### src/verilog/sbf_framer_map.svh
`ifndef SBF_FRAMER_MAP_SVH
`define SBF_FRAMER_MAP_SVH

// block geometry: 64 scrambled data bits behind a two-bit header
`define SBF_DATA_W      7'h40
`define SBF_BLK_W       7'h42
`define SBF_HDR_W       7'h02
// multiblock geometry: 32 blocks, so a 5-bit index wraps naturally
`define SBF_LAST_BLK    5'h1F
`define SBF_FIRST_BLK   5'h00
`define SBF_FIRST_MB    5'h00
// header pair patterns, first bit in position 0
`define SBF_PAIR_ONE    2'h2
`define SBF_PAIR_ZERO   2'h1
// sync header format select codes
`define SBF_SHM_CRC12   2'h0
`define SBF_SHM_FEC     2'h2
// parity generator: x^12 term implied, feedback taps x^9 x^8 x^3 x^2 x 1
`define SBF_CRC_POLY    12'h30F
`define SBF_CRC_CLR     12'h000
`define SBF_FEC_CLR     26'h0000000
// sync header stream bit positions
`define SBF_POS_EOEMB   5'h16
`define SBF_POS_CMD6    5'h10
`define SBF_POS_PILOT0  5'h1B
`define SBF_POS_PILOT3  5'h1E
`define SBF_POS_PILOT4  5'h1F
// multiblock-end pilot 00001 and the fixed ones of the parity format
`define SBF_PILOT_TAIL  5'h10
`define SBF_CRC_ONES    32'h80A88888

`endif

### src/verilog/sbf_pkg.sv
package sbf_pkg;
  // alignment state, gray coded along free -> locked
  typedef enum logic [1:0] {
    SBF_ST_FREE = 2'b00,
    SBF_ST_LOCK = 2'b01
  } sbf_state_t;
endpackage

### src/verilog/sbf_block_framer.sv
`include "sbf_framer_map.svh"

module sbf_block_framer
  import sbf_pkg::*;
(
  input  wire logic        i_mclk,                        // lane word clock
  input  wire logic        i_rst_n,                       // async reset, active low
  input  wire logic        i_sysref,                      // sysref pin, asynchronous
  input  wire logic [63:0] i_blk_data,                    // scrambled block, octet 0 in [63:56]
  input  wire logic        i_blk_valid,                   // one block offered this cycle
  input  wire logic [1:0]  i_sync_header_format_select,   // 0 parity-12, 2 error correction
  input  wire logic [4:0]  i_emb_size_e,                  // E minus one, multiblocks per extended
  input  wire logic [25:0] i_fec_parity,                  // parity word from the external encoder
  output logic      [65:0] o_blk,                         // framed block, bit 0 sent first
  output logic             o_blk_valid,                   // o_blk holds a new block
  output logic      [4:0]  o_blk_index,                   // block index within multiblock
  output logic      [4:0]  o_mb_index,                    // multiblock index within extended
  output logic             o_lemc_pulse,                  // first block of an extended multiblock
  output logic             o_aligned                      // timing reset by sysref at least once
);

  // ---------------- functions ----------------

  // one block through the parity generator, data MSB first (serial order)
  function automatic logic [11:0] crc12_blk(input logic [11:0] seed, input logic [63:0] data);
    logic [11:0] s;
    logic        fb;
    s = seed;
    for (int k = 63; k >= 0; k--) begin
      fb = s[11] ^ data[k];
      s  = {s[10:0], 1'b0} ^ (fb ? `SBF_CRC_POLY : `SBF_CRC_CLR);
    end
    return s;
  endfunction

  // assemble a 32-bit stream word for the chosen format
  function automatic logic [31:0] shs_word(input logic        fec_mode,
                                           input logic [11:0] crc,
                                           input logic [25:0] fec,
                                           input logic        eoemb);
    logic [31:0] w;
    w = 32'h00000000;
    if (fec_mode) begin
      for (int i = 0; i < 22; i++) begin
        w[i] = fec[25-i];
      end
      for (int i = 0; i < 4; i++) begin
        w[23+i] = fec[3-i];
      end
    end else begin
      w = `SBF_CRC_ONES;
      for (int g = 0; g < 4; g++) begin
        for (int j = 0; j < 3; j++) begin
          w[4*g+j] = crc[11-3*g-j];
        end
      end
      // command positions 16-18, 20, 24-26 stay zero
    end
    w[`SBF_POS_EOEMB] = eoemb;
    w[`SBF_POS_PILOT4:`SBF_POS_PILOT0] = `SBF_PILOT_TAIL;
    return w;
  endfunction

  // header pair then octets, serial bit n lands in o_blk[n]
  function automatic logic [65:0] pack_block(input logic hbit, input logic [63:0] data);
    logic [65:0] b;
    b[1:0] = hbit ? `SBF_PAIR_ONE : `SBF_PAIR_ZERO;
    for (int i = 0; i < 64; i++) begin
      b[2+i] = data[63-i];
    end
    return b;
  endfunction

  // ---------------- sysref synchroniser ----------------
  logic       sref_s1_r;   // metastability stage, read by stage two only
  logic       sref_s2_r;   // second stage
  logic       sref_s3_r;   // third stage
  logic       sref_lvl_r;  // accepted level, moves when stages two and three agree

  // three-flop pin synchroniser
  always_ff @(posedge i_mclk or negedge i_rst_n) begin
    if (!i_rst_n) begin
      sref_s1_r <= 1'b0;
      sref_s2_r <= 1'b0;
      sref_s3_r <= 1'b0;
    end else begin
      sref_s1_r <= i_sysref;
      sref_s2_r <= sref_s1_r;
      sref_s3_r <= sref_s2_r;
    end
  end

  wire sref_agree = (sref_s2_r == sref_s3_r);
  wire sref_edge  = sref_agree && sref_s3_r && !sref_lvl_r;  // one pulse per sysref rise

  // filtered level, guards against a single-cycle glitch
  always_ff @(posedge i_mclk or negedge i_rst_n) begin
    if (!i_rst_n) begin
      sref_lvl_r <= 1'b0;
    end else if (sref_agree) begin
      sref_lvl_r <= sref_s3_r;
    end
  end

  // ---------------- block and multiblock timing ----------------
  logic [4:0]  blk_cnt_r;    // index the next accepted block gets
  logic [4:0]  mb_cnt_r;     // multiblock index of the next block
  logic [1:0]  shm_r;        // format held for the running multiblock
  logic [11:0] crc_r;        // running parity of the current multiblock
  logic [11:0] crc_hold_r;   // parity of the previous multiblock, on air now
  logic [25:0] fec_hold_r;   // external parity for the previous multiblock
  sbf_state_t  state_r;      // alignment state

  // a sysref edge forces the arriving block to block 0 of multiblock 0
  wire [4:0] blk_idx  = sref_edge ? `SBF_FIRST_BLK : blk_cnt_r;
  wire [4:0] mb_idx   = sref_edge ? `SBF_FIRST_MB : mb_cnt_r;
  wire       mb_first = (blk_idx == `SBF_FIRST_BLK);
  wire       mb_last  = (blk_idx == `SBF_LAST_BLK);
  wire       emb_last = (mb_idx == i_emb_size_e);
  wire [4:0] blk_nxt  = blk_idx + 5'h01;                                 // 32 wraps to 0
  wire [4:0] mb_nxt   = emb_last ? `SBF_FIRST_MB : mb_idx + 5'h01;

  // unsupported codes fall back to the parity-12 format
  wire [1:0] shm_in   = (i_sync_header_format_select == `SBF_SHM_FEC) ? `SBF_SHM_FEC
                                                                      : `SBF_SHM_CRC12;
  // format only changes on a multiblock boundary so a stream word is never mixed
  wire [1:0] shm_cur  = mb_first ? shm_in : shm_r;
  wire       fec_mode = (shm_cur == `SBF_SHM_FEC);

  // parity clears at each multiblock start, headers are never fed in
  wire [11:0] crc_seed = mb_first ? `SBF_CRC_CLR : crc_r;
  wire [11:0] crc_nxt  = crc12_blk(crc_seed, i_blk_data);
  wire [31:0] shs_cur  = shs_word(fec_mode, crc_hold_r, fec_hold_r, emb_last);
  wire        hdr_bit  = shs_cur[blk_idx];
  wire [65:0] blk_nxt_w = pack_block(hdr_bit, i_blk_data);

  // counters advance per accepted block; sysref alone just rephases them
  always_ff @(posedge i_mclk or negedge i_rst_n) begin
    if (!i_rst_n) begin
      blk_cnt_r <= `SBF_FIRST_BLK;
      mb_cnt_r  <= `SBF_FIRST_MB;
    end else if (i_blk_valid) begin
      blk_cnt_r <= blk_nxt;
      mb_cnt_r  <= mb_last ? mb_nxt : mb_idx;
    end else if (sref_edge) begin
      blk_cnt_r <= `SBF_FIRST_BLK;
      mb_cnt_r  <= `SBF_FIRST_MB;
    end
  end

  // parity accumulate and hand-over at the multiblock end
  always_ff @(posedge i_mclk or negedge i_rst_n) begin
    if (!i_rst_n) begin
      crc_r      <= `SBF_CRC_CLR;
      crc_hold_r <= `SBF_CRC_CLR;
      fec_hold_r <= `SBF_FEC_CLR;
      shm_r      <= `SBF_SHM_CRC12;
    end else if (i_blk_valid) begin
      crc_r <= crc_nxt;
      shm_r <= shm_cur;
      if (mb_last) begin
        crc_hold_r <= crc_nxt;
        fec_hold_r <= i_fec_parity;
      end
    end
  end

  // alignment state: locked from the first sysref onward
  always_ff @(posedge i_mclk or negedge i_rst_n) begin
    if (!i_rst_n) begin
      state_r <= SBF_ST_FREE;
    end else begin
      case (state_r)
        SBF_ST_FREE: state_r <= sref_edge ? SBF_ST_LOCK : SBF_ST_FREE;
        SBF_ST_LOCK: state_r <= SBF_ST_LOCK;
        default:     state_r <= SBF_ST_FREE;
      endcase
    end
  end

  // ---------------- output registers ----------------
  always_ff @(posedge i_mclk or negedge i_rst_n) begin
    if (!i_rst_n) begin
      o_blk        <= {64'h0000000000000000, `SBF_PAIR_ZERO};  // pair in bits 1:0, a legal header even while idle
      o_blk_valid  <= 1'b0;
      o_blk_index  <= `SBF_FIRST_BLK;
      o_mb_index   <= `SBF_FIRST_MB;
      o_lemc_pulse <= 1'b0;
    end else begin
      o_blk_valid  <= i_blk_valid;
      o_lemc_pulse <= i_blk_valid && mb_first && (mb_idx == `SBF_FIRST_MB);
      if (i_blk_valid) begin
        o_blk       <= blk_nxt_w;
        o_blk_index <= blk_idx;
        o_mb_index  <= mb_idx;
      end
    end
  end

  assign o_aligned = (state_r == SBF_ST_LOCK);
endmodule

### config.mk
export PLATFORM = sky130hd
export DESIGN_NAME = sbf_block_framer
export DESIGN_NICKNAME = d
export VERILOG_FILES = /design/src/verilog/sbf_pkg.sv /design/src/verilog/sbf_block_framer.sv
export VERILOG_INCLUDE_DIRS = /design/src /design/src/verilog
export SDC_FILE = /design/constraint.sdc
export NUM_CORES = 1
export LEC_CHECK = 0
export ABC_AREA = 1
export BUFFER_PORTS_ARGS = -buffer_cell sky130_fd_sc_hd__buf_4
export CORE_MARGIN = 5
export CORE_UTILIZATION = 35
export CTS_BUF_LIST = sky130_fd_sc_hd__clkbuf_8 sky130_fd_sc_hd__clkbuf_16
export DETAILED_ROUTE_END_ITERATION = 8
export PLACE_DENSITY = 0.55
export SYNTH_ARGS = -nofsm -noshare
export SYNTH_HDL_FRONTEND = slang
export SYNTH_SLANG_ARGS = --single-unit
### constraint.sdc
create_clock -name i_mclk -period 11.2 [get_ports i_mclk]
set_input_delay 0.56 -clock i_mclk [delete_from_list [all_inputs] [get_ports i_mclk]]
set_output_delay 0.56 -clock i_mclk [all_outputs]
set_load 0.01 [all_outputs]
[After elaboration in Yosys (flattened, before gate mapping)]
Cells that the tools add are included.
Word-level totals
  register bits after elaboration: 146
  input bits: 101
  output and inout port bits: 79
  logic and storage cells: 242
Cells by class
  add/subtract/negate cells: 2
  magnitude comparators: 1
  equal/unequal tests: 6
  mux-type cells: 80
  bitwise operators: 128
  reduce and logical (&&, ||, !) cells: 9
Operators by type and width (count)
  XOR 12 x 10 -> 12 bit: 64
  2-to-1 mux 10 bit: 64
  XOR 1 bit: 64
  2-to-1 mux 5 bit: 6
  2-to-1 mux 22 bit: 1
  2-to-1 mux 12 bit: 1
  adder 5 x 1 -> 5 bit (second input constant): 2
  zero test 5 bit: 2
  < comparator 5 x 6 -> 1 bit (second input constant): 1
  2-to-1 mux 2 bit: 3
  binary-select mux 1 bit (select 5 bit): 1
  equality test 5 bit: 1
  equality test 5 bit (second input constant): 1
  equality test 2 bit (second input constant): 2
  logical AND 1 bit: 4
  2-to-1 mux 4 bit: 1
  equality test 2 x 1 -> 1 bit (second input constant): 1
  zero test 2 bit: 1
  2-to-1 mux 1 bit: 2
  one-hot mux 1 bit (2 select lines): 1
  AND reduction 2 bit: 1
  equality test 1 bit: 1
  zero test 1 bit: 1

[Logic depth before layout (Yosys ltp)]
  word-level depth: 198
  depth in mapped cells: 94
  gate-level depth less buffers: 92

[Least setup slack after synthesis]
OpenSTA, ideal clock, no wires.
  kind: register -> register
  start: register sref_s2_r
  end: register crc_hold_r[3]
  library setup time: 117 ps
  data arrival time: 7706 ps
  data required time: 11083 ps
  path slack: 3378 ps
  stages on the path, launching flop included: 87
  period minus slack after synthesis: 7822 ps
  path through: dfrtp_1 -> ha_1 -> nand2_4 -> nand2_1 -> buf_1 -> ha_1 -> nand3_4 -> buf_6 -> nand2_2 -> nand2_1 -> nand2_2 -> nand2_2 -> nand3_1 -> nand2_4 -> nand2_1 -> nand2_1 -> inv_2 -> nand2_1 -> (+51 left out) -> nand2_4 -> nand2_4 -> nand2_4 -> nand2_4 -> inv_2 -> nand2_1 -> nand2_1 -> inv_2 -> nand2_4 -> nand2_4 -> nand2_2 -> nand3_2 -> nand2_4 -> inv_2 -> nand2_1 -> nand2_1 -> nand2_1 -> nand2_1
Between the ends
  longest elaborated chain between the ends: 114
  elaborated cells between the ends (all ways): 200
  classes of those cells: eq/ne: 2; mux: 66; bitwise: 128; reduce/logical: 4
RTL lines
  start: declaration: line sbf_block_framer.sv:76  | logic sref_s2_r;
  start signal: assignment: line sbf_block_framer.sv:88  | sref_s2_r <= sref_s1_r;
  equality test 1 bit (*): line sbf_block_framer.sv:93  | wire sref_agree = (sref_s2_r == sref_s3_r);
  logical AND 1 bit (*) (2 in series): line sbf_block_framer.sv:94  | wire sref_edge = sref_agree && sref_s3_r && !sref_lvl_r;
  2-to-1 mux 5 bit (*)
  zero test 5 bit (no source line)
  2-to-1 mux 12 bit: line sbf_block_framer.sv:131  | wire [11:0] crc_seed = mb_first ? `SBF_CRC_CLR : crc_r;
  XOR 1 bit: line sbf_block_framer.sv:30  | fb = s[11] ^ data[k];
  2-to-1 mux 10 bit (no source line)
  XOR 12 x 10 -> 12 bit (3 in series): line sbf_block_framer.sv:31  | s = {s[10:0], 1'b0} ^ (fb ? `SBF_CRC_POLY : `SBF_CRC_CLR);
  (+91 left out)
  2-to-1 mux 10 bit (no source line)
  XOR 12 x 10 -> 12 bit (3 in series): line sbf_block_framer.sv:31
  XOR 1 bit: line sbf_block_framer.sv:30
  2-to-1 mux 10 bit (no source line)
  XOR 12 x 10 -> 12 bit (3 in series): line sbf_block_framer.sv:31
  XOR 1 bit: line sbf_block_framer.sv:30
  2-to-1 mux 10 bit (no source line)
  XOR 12 x 10 -> 12 bit: line sbf_block_framer.sv:31
  end signal: assignment: line sbf_block_framer.sv:155  | crc_hold_r <= `SBF_CRC_CLR;
  end signal: assignment: line sbf_block_framer.sv:162  | crc_hold_r <= crc_nxt;
  end: declaration: line sbf_block_framer.sv:110  | logic [11:0] crc_hold_r;
Mark *: on every way between the ends. The rest lies on a longest branch, timed or not.
A chain may end at the register's enable or synchronous reset.

[Worst setup path after layout]
  start: register sref_s2_r
  end: register crc_r[8]
Between the ends
  longest elaborated chain between the ends: 114
  elaborated cells between the ends (all ways): 194
  classes of those cells: eq/ne: 1; mux: 64; bitwise: 126; reduce/logical: 3
RTL lines
  equality test 1 bit (*): line sbf_block_framer.sv:93
  logical AND 1 bit (*) (2 in series): line sbf_block_framer.sv:94
  2-to-1 mux 5 bit (*)
  zero test 5 bit (no source line) (*)
  2-to-1 mux 12 bit (*): line sbf_block_framer.sv:131
  XOR 1 bit: line sbf_block_framer.sv:30
  2-to-1 mux 10 bit (no source line)
  XOR 12 x 10 -> 12 bit (*) (3 in series): line sbf_block_framer.sv:31
  (+91 left out)
  2-to-1 mux 10 bit (no source line)
  XOR 12 x 10 -> 12 bit (*) (3 in series): line sbf_block_framer.sv:31
  XOR 1 bit: line sbf_block_framer.sv:30
  2-to-1 mux 10 bit (no source line)
  XOR 12 x 10 -> 12 bit (*) (3 in series): line sbf_block_framer.sv:31
  XOR 1 bit: line sbf_block_framer.sv:30
  2-to-1 mux 10 bit (no source line)
  XOR 12 x 10 -> 12 bit (*): line sbf_block_framer.sv:31
  end signal: assignment: line sbf_block_framer.sv:154  | crc_r <= `SBF_CRC_CLR;
  end signal: assignment: line sbf_block_framer.sv:159  | crc_r <= crc_nxt;
  end: declaration: line sbf_block_framer.sv:109  | logic [11:0] crc_r;
Marked as above.

==> results.yml <==
outcome:
  status: "finished clean"
synth:
  avgSynthCellArea_sq_um: 6.839
  async_reset_ff_share_pct: 100.0
  ys_warn_count: 0
  synth_flop_cell: "dfrtp_1"
  yosysSeqAreaShare_pct: 31.46
  synthCells: 1687
  yosys.area_share.adder_pct: 0.6507
  synthSimpleGateAreaFrac_pct: 45.68
  syn_area_sq_um: 11540
  synth_edf_count: 0
  syn-num-nets: 1794
  synth.distinct_cells: 42
  synth_compound_area_share_pct: 5.140
  muxShareOfSynthArea_pct: 0.09760
  ys_seq_elements: 145
  synthXorXnorAreaFrac_pct: 9.880
  synth_top_family_by_area: "simple AND/OR/NAND/NOR gates"
sta:
  slew_headroom_pct: 36.34
  tns_ps: 0
  min_period_ps: 9543
  clock_skew_ps: 10.04
  timing.fmax_mhz: 104.8
  grt_setup_unrepaired: "false"
  hold_viol: 0
  report.final.slew_viol_count: 0
  setup_violations: 0
  layout_setup_ws_ps: 1657
  period_share_pct: 85.21
  tightest_slew_ps: 954.9
setup_path:
  critical-path-slowest-cell: "dfrtp_1"
  critPathMaxFanout: 23
  cp_common_cell: "nand2_1"
  cp-end-kind: "flop"
  r2r_start: "sref_s2_r$_DFF_PN0_"
  start_kind: "flop"
  cp_data_arrival_time_ps: 9930
  worstPathRequired_ps: 11580
  regToRegEndpoint: "crc_r[8]$_DFFE_PN0P_"
  reg2reg_depth: 72
  crit_path_max_incr_delay_ps: 390
  critPathKind: "flop to flop"
  timing.reg2reg.setup_slack_ps: 1660
clocking:
  cts_max_level: 4
  clk_latency_ps: 450
  cts_max_path_buffers: 2
  cts_buffers: 17
  root_buffer: "clkbuf_16"
  tritoncts: "built"
  cts_sinks: 145
  clkTransAtPathRegs_ps: 70
  holdBufCountCts: 0
  post-cts-setup-buffers: 0
  cts_resized: 0
cells_and_area:
  layout_common_cells: "nand2_1 (640), nand3_1 (234), buf_4 (181), inv_1 (148), dfrtp_1 (144)"
  num-nets-final: 1960
  final_common_cell: "nand2_1"
  fillerInstances: 3418
  syn2layout_area_growth_pct: 20.93
  drive_above_1_share_pct: 23.37
  diodes: 0
placement:
  io_buffers: 179
  dp_hpwl_um: 26130
  pre_cts_ws_ps: 1628
  gp_congestion: 0.8974
floorplanning:
  start_util_pct: 35.46
  top_level_ports: 180
  die_h_um: 191.6
  coreArea_sq_um: 32540
  fp.dieW_um: 191.6
  dieArea_sq_um: 36700
  rows: 66
detailed_routing:
  wl_per_cell_um: 14.40
  vias: 10978
  dr.pass1.iters: 5
  drt_iter0_drc: 716
  antenna_left: 0
  drc_errors: 0
  vias_per_cell: 4.756
  drt_wl_total_um: 33230
grt:
  antenna_found_initial: 0
  grt_pass1_wl_um: 53700
  grt_pass1_vias: 10557
  grt_usage_pct: 18.19
  grt_max_degree: 78
  grt_overflow: 0
job:
  maxCapViolations: 0
min_path:
  hold_path_class: "input port to async pin"
## critical path, delay by kind of cell (launching register included)
kind | cells | cell delay, ps
xor gates and xnor gates | 3 | 720
adders and majority gates | 2 | 590
buffers and inverters | 4 | 280
DFF | 1 | 390
and+or+nand+nor | 63 | 7470
## layer usage
| layer | vias to the layer above | GRT usage, % | wire length (um) |
|---|---|---|---|
| met5 | - | 0 | 0 |
| met2 | 228 | 29.55 | 15170 |
| met4 | 0 | 4.061 | 387 |
| li1 | 5668 | - | - |
| met3 | 25 | 4.072 | 1702 |
| met1 | 5057 | 24.85 | 15970 |
## cell usage after synthesis (3+ instances only)
cell type	number	area (sq um)
nand4_1	3	18.77
buf_1	4	15.01
buf_2	3	15.01
ha_1	6	75.07
clkbuf_1	26	97.59
inv_2	29	108.9
xor2_1	90	788.3
nand3_1	234	1171
xnor2_1	22	192.7
o21ai_0	81	405.4
a21oi_1	11	55.05
inv_1	149	559.3
nand3_2	40	400.4
nand3b_1	11	82.58
nand2_1	640	2402
xor2_2	7	113.9
nand2_4	41	461.7
o311ai_0	3	26.28
nand2_2	96	600.6
nor2_1	18	67.56
dfrtp_1	144	3603
## registers in the layout, summed over array words and instances, names as in the netlist
| name | count |
|---|---|
| blk_cnt_r | 5 |
| crc_hold_r | 12 |
| crc_r | 12 |
| fec_hold_r | 26 |
| mb_cnt_r | 5 |
| o_blk | 66 |
| o_blk_index | 5 |
| o_blk_valid | 1 |
| o_lemc_pulse | 1 |
| o_mb_index | 5 |
| shm_r | 2 |
| sref_lvl_r | 1 |
| sref_s1_r | 1 |
| sref_s2_r | 1 |
| sref_s3_r | 1 |
| state_r | 1 |
## metrics by stage
stage               instances  utilization [%]  hold WS [ps]  instance area [sq um]
floorplan                1687                -         264.4                  11540
global placement         2276            40.92         364.3                  13310
detailed placement       2276            40.92         374.9                  13310
CTS                      2308            42.88         140.6                  13950
global route             2308            42.88         159.1                  13950
finish                   2308            42.88         120.2                  13950
## area by class of cell
cell class	count	area, sq um	share of cell area (%)
multi-input cells	1329	7089	50.81
clock inverters	15	214.0	1.533
flip-flops and latches	145	3630	26.02
well taps	442	553.0	3.964
repair buffers	182	1370	9.820
clock buffers	17	425.4	3.049
inverters	178	670.6	4.807
## cell families after synthesis
logic type / Yosys count
AO/OA/AOI/OAI: 109
buffers and inverters: 213
multiplexers: 1
flip-flops: 145
XOR/XNOR: 121
adder cells (fa/ha/maj): 6
AND/OR/NAND/NOR: 1092
## worst max-delay path by stage
stage                        start                         end  slack [ps]  cells after the start
2_1_floorplan  sref_s2_r$_DFF_PN0_   crc_hold_r[3]$_DFFE_PN0P_        3380                     86
3_3_place_gp   sref_s2_r$_DFF_PN0_   crc_hold_r[6]$_DFFE_PN0P_        1620                     71
3_5_place_dp   sref_s2_r$_DFF_PN0_  crc_hold_r[10]$_DFFE_PN0P_        1630                     70
4_1_cts        sref_s2_r$_DFF_PN0_  crc_hold_r[10]$_DFFE_PN0P_        1580                     70
5_1_grt        sref_s2_r$_DFF_PN0_   crc_hold_r[9]$_DFFE_PN0P_         370                     78
6_report       sref_s2_r$_DFF_PN0_        crc_r[8]$_DFFE_PN0P_        1660                     72
Power is not shown: default switching activity piles up to over one toggle a cycle in this logic, so the estimate is an artifact.
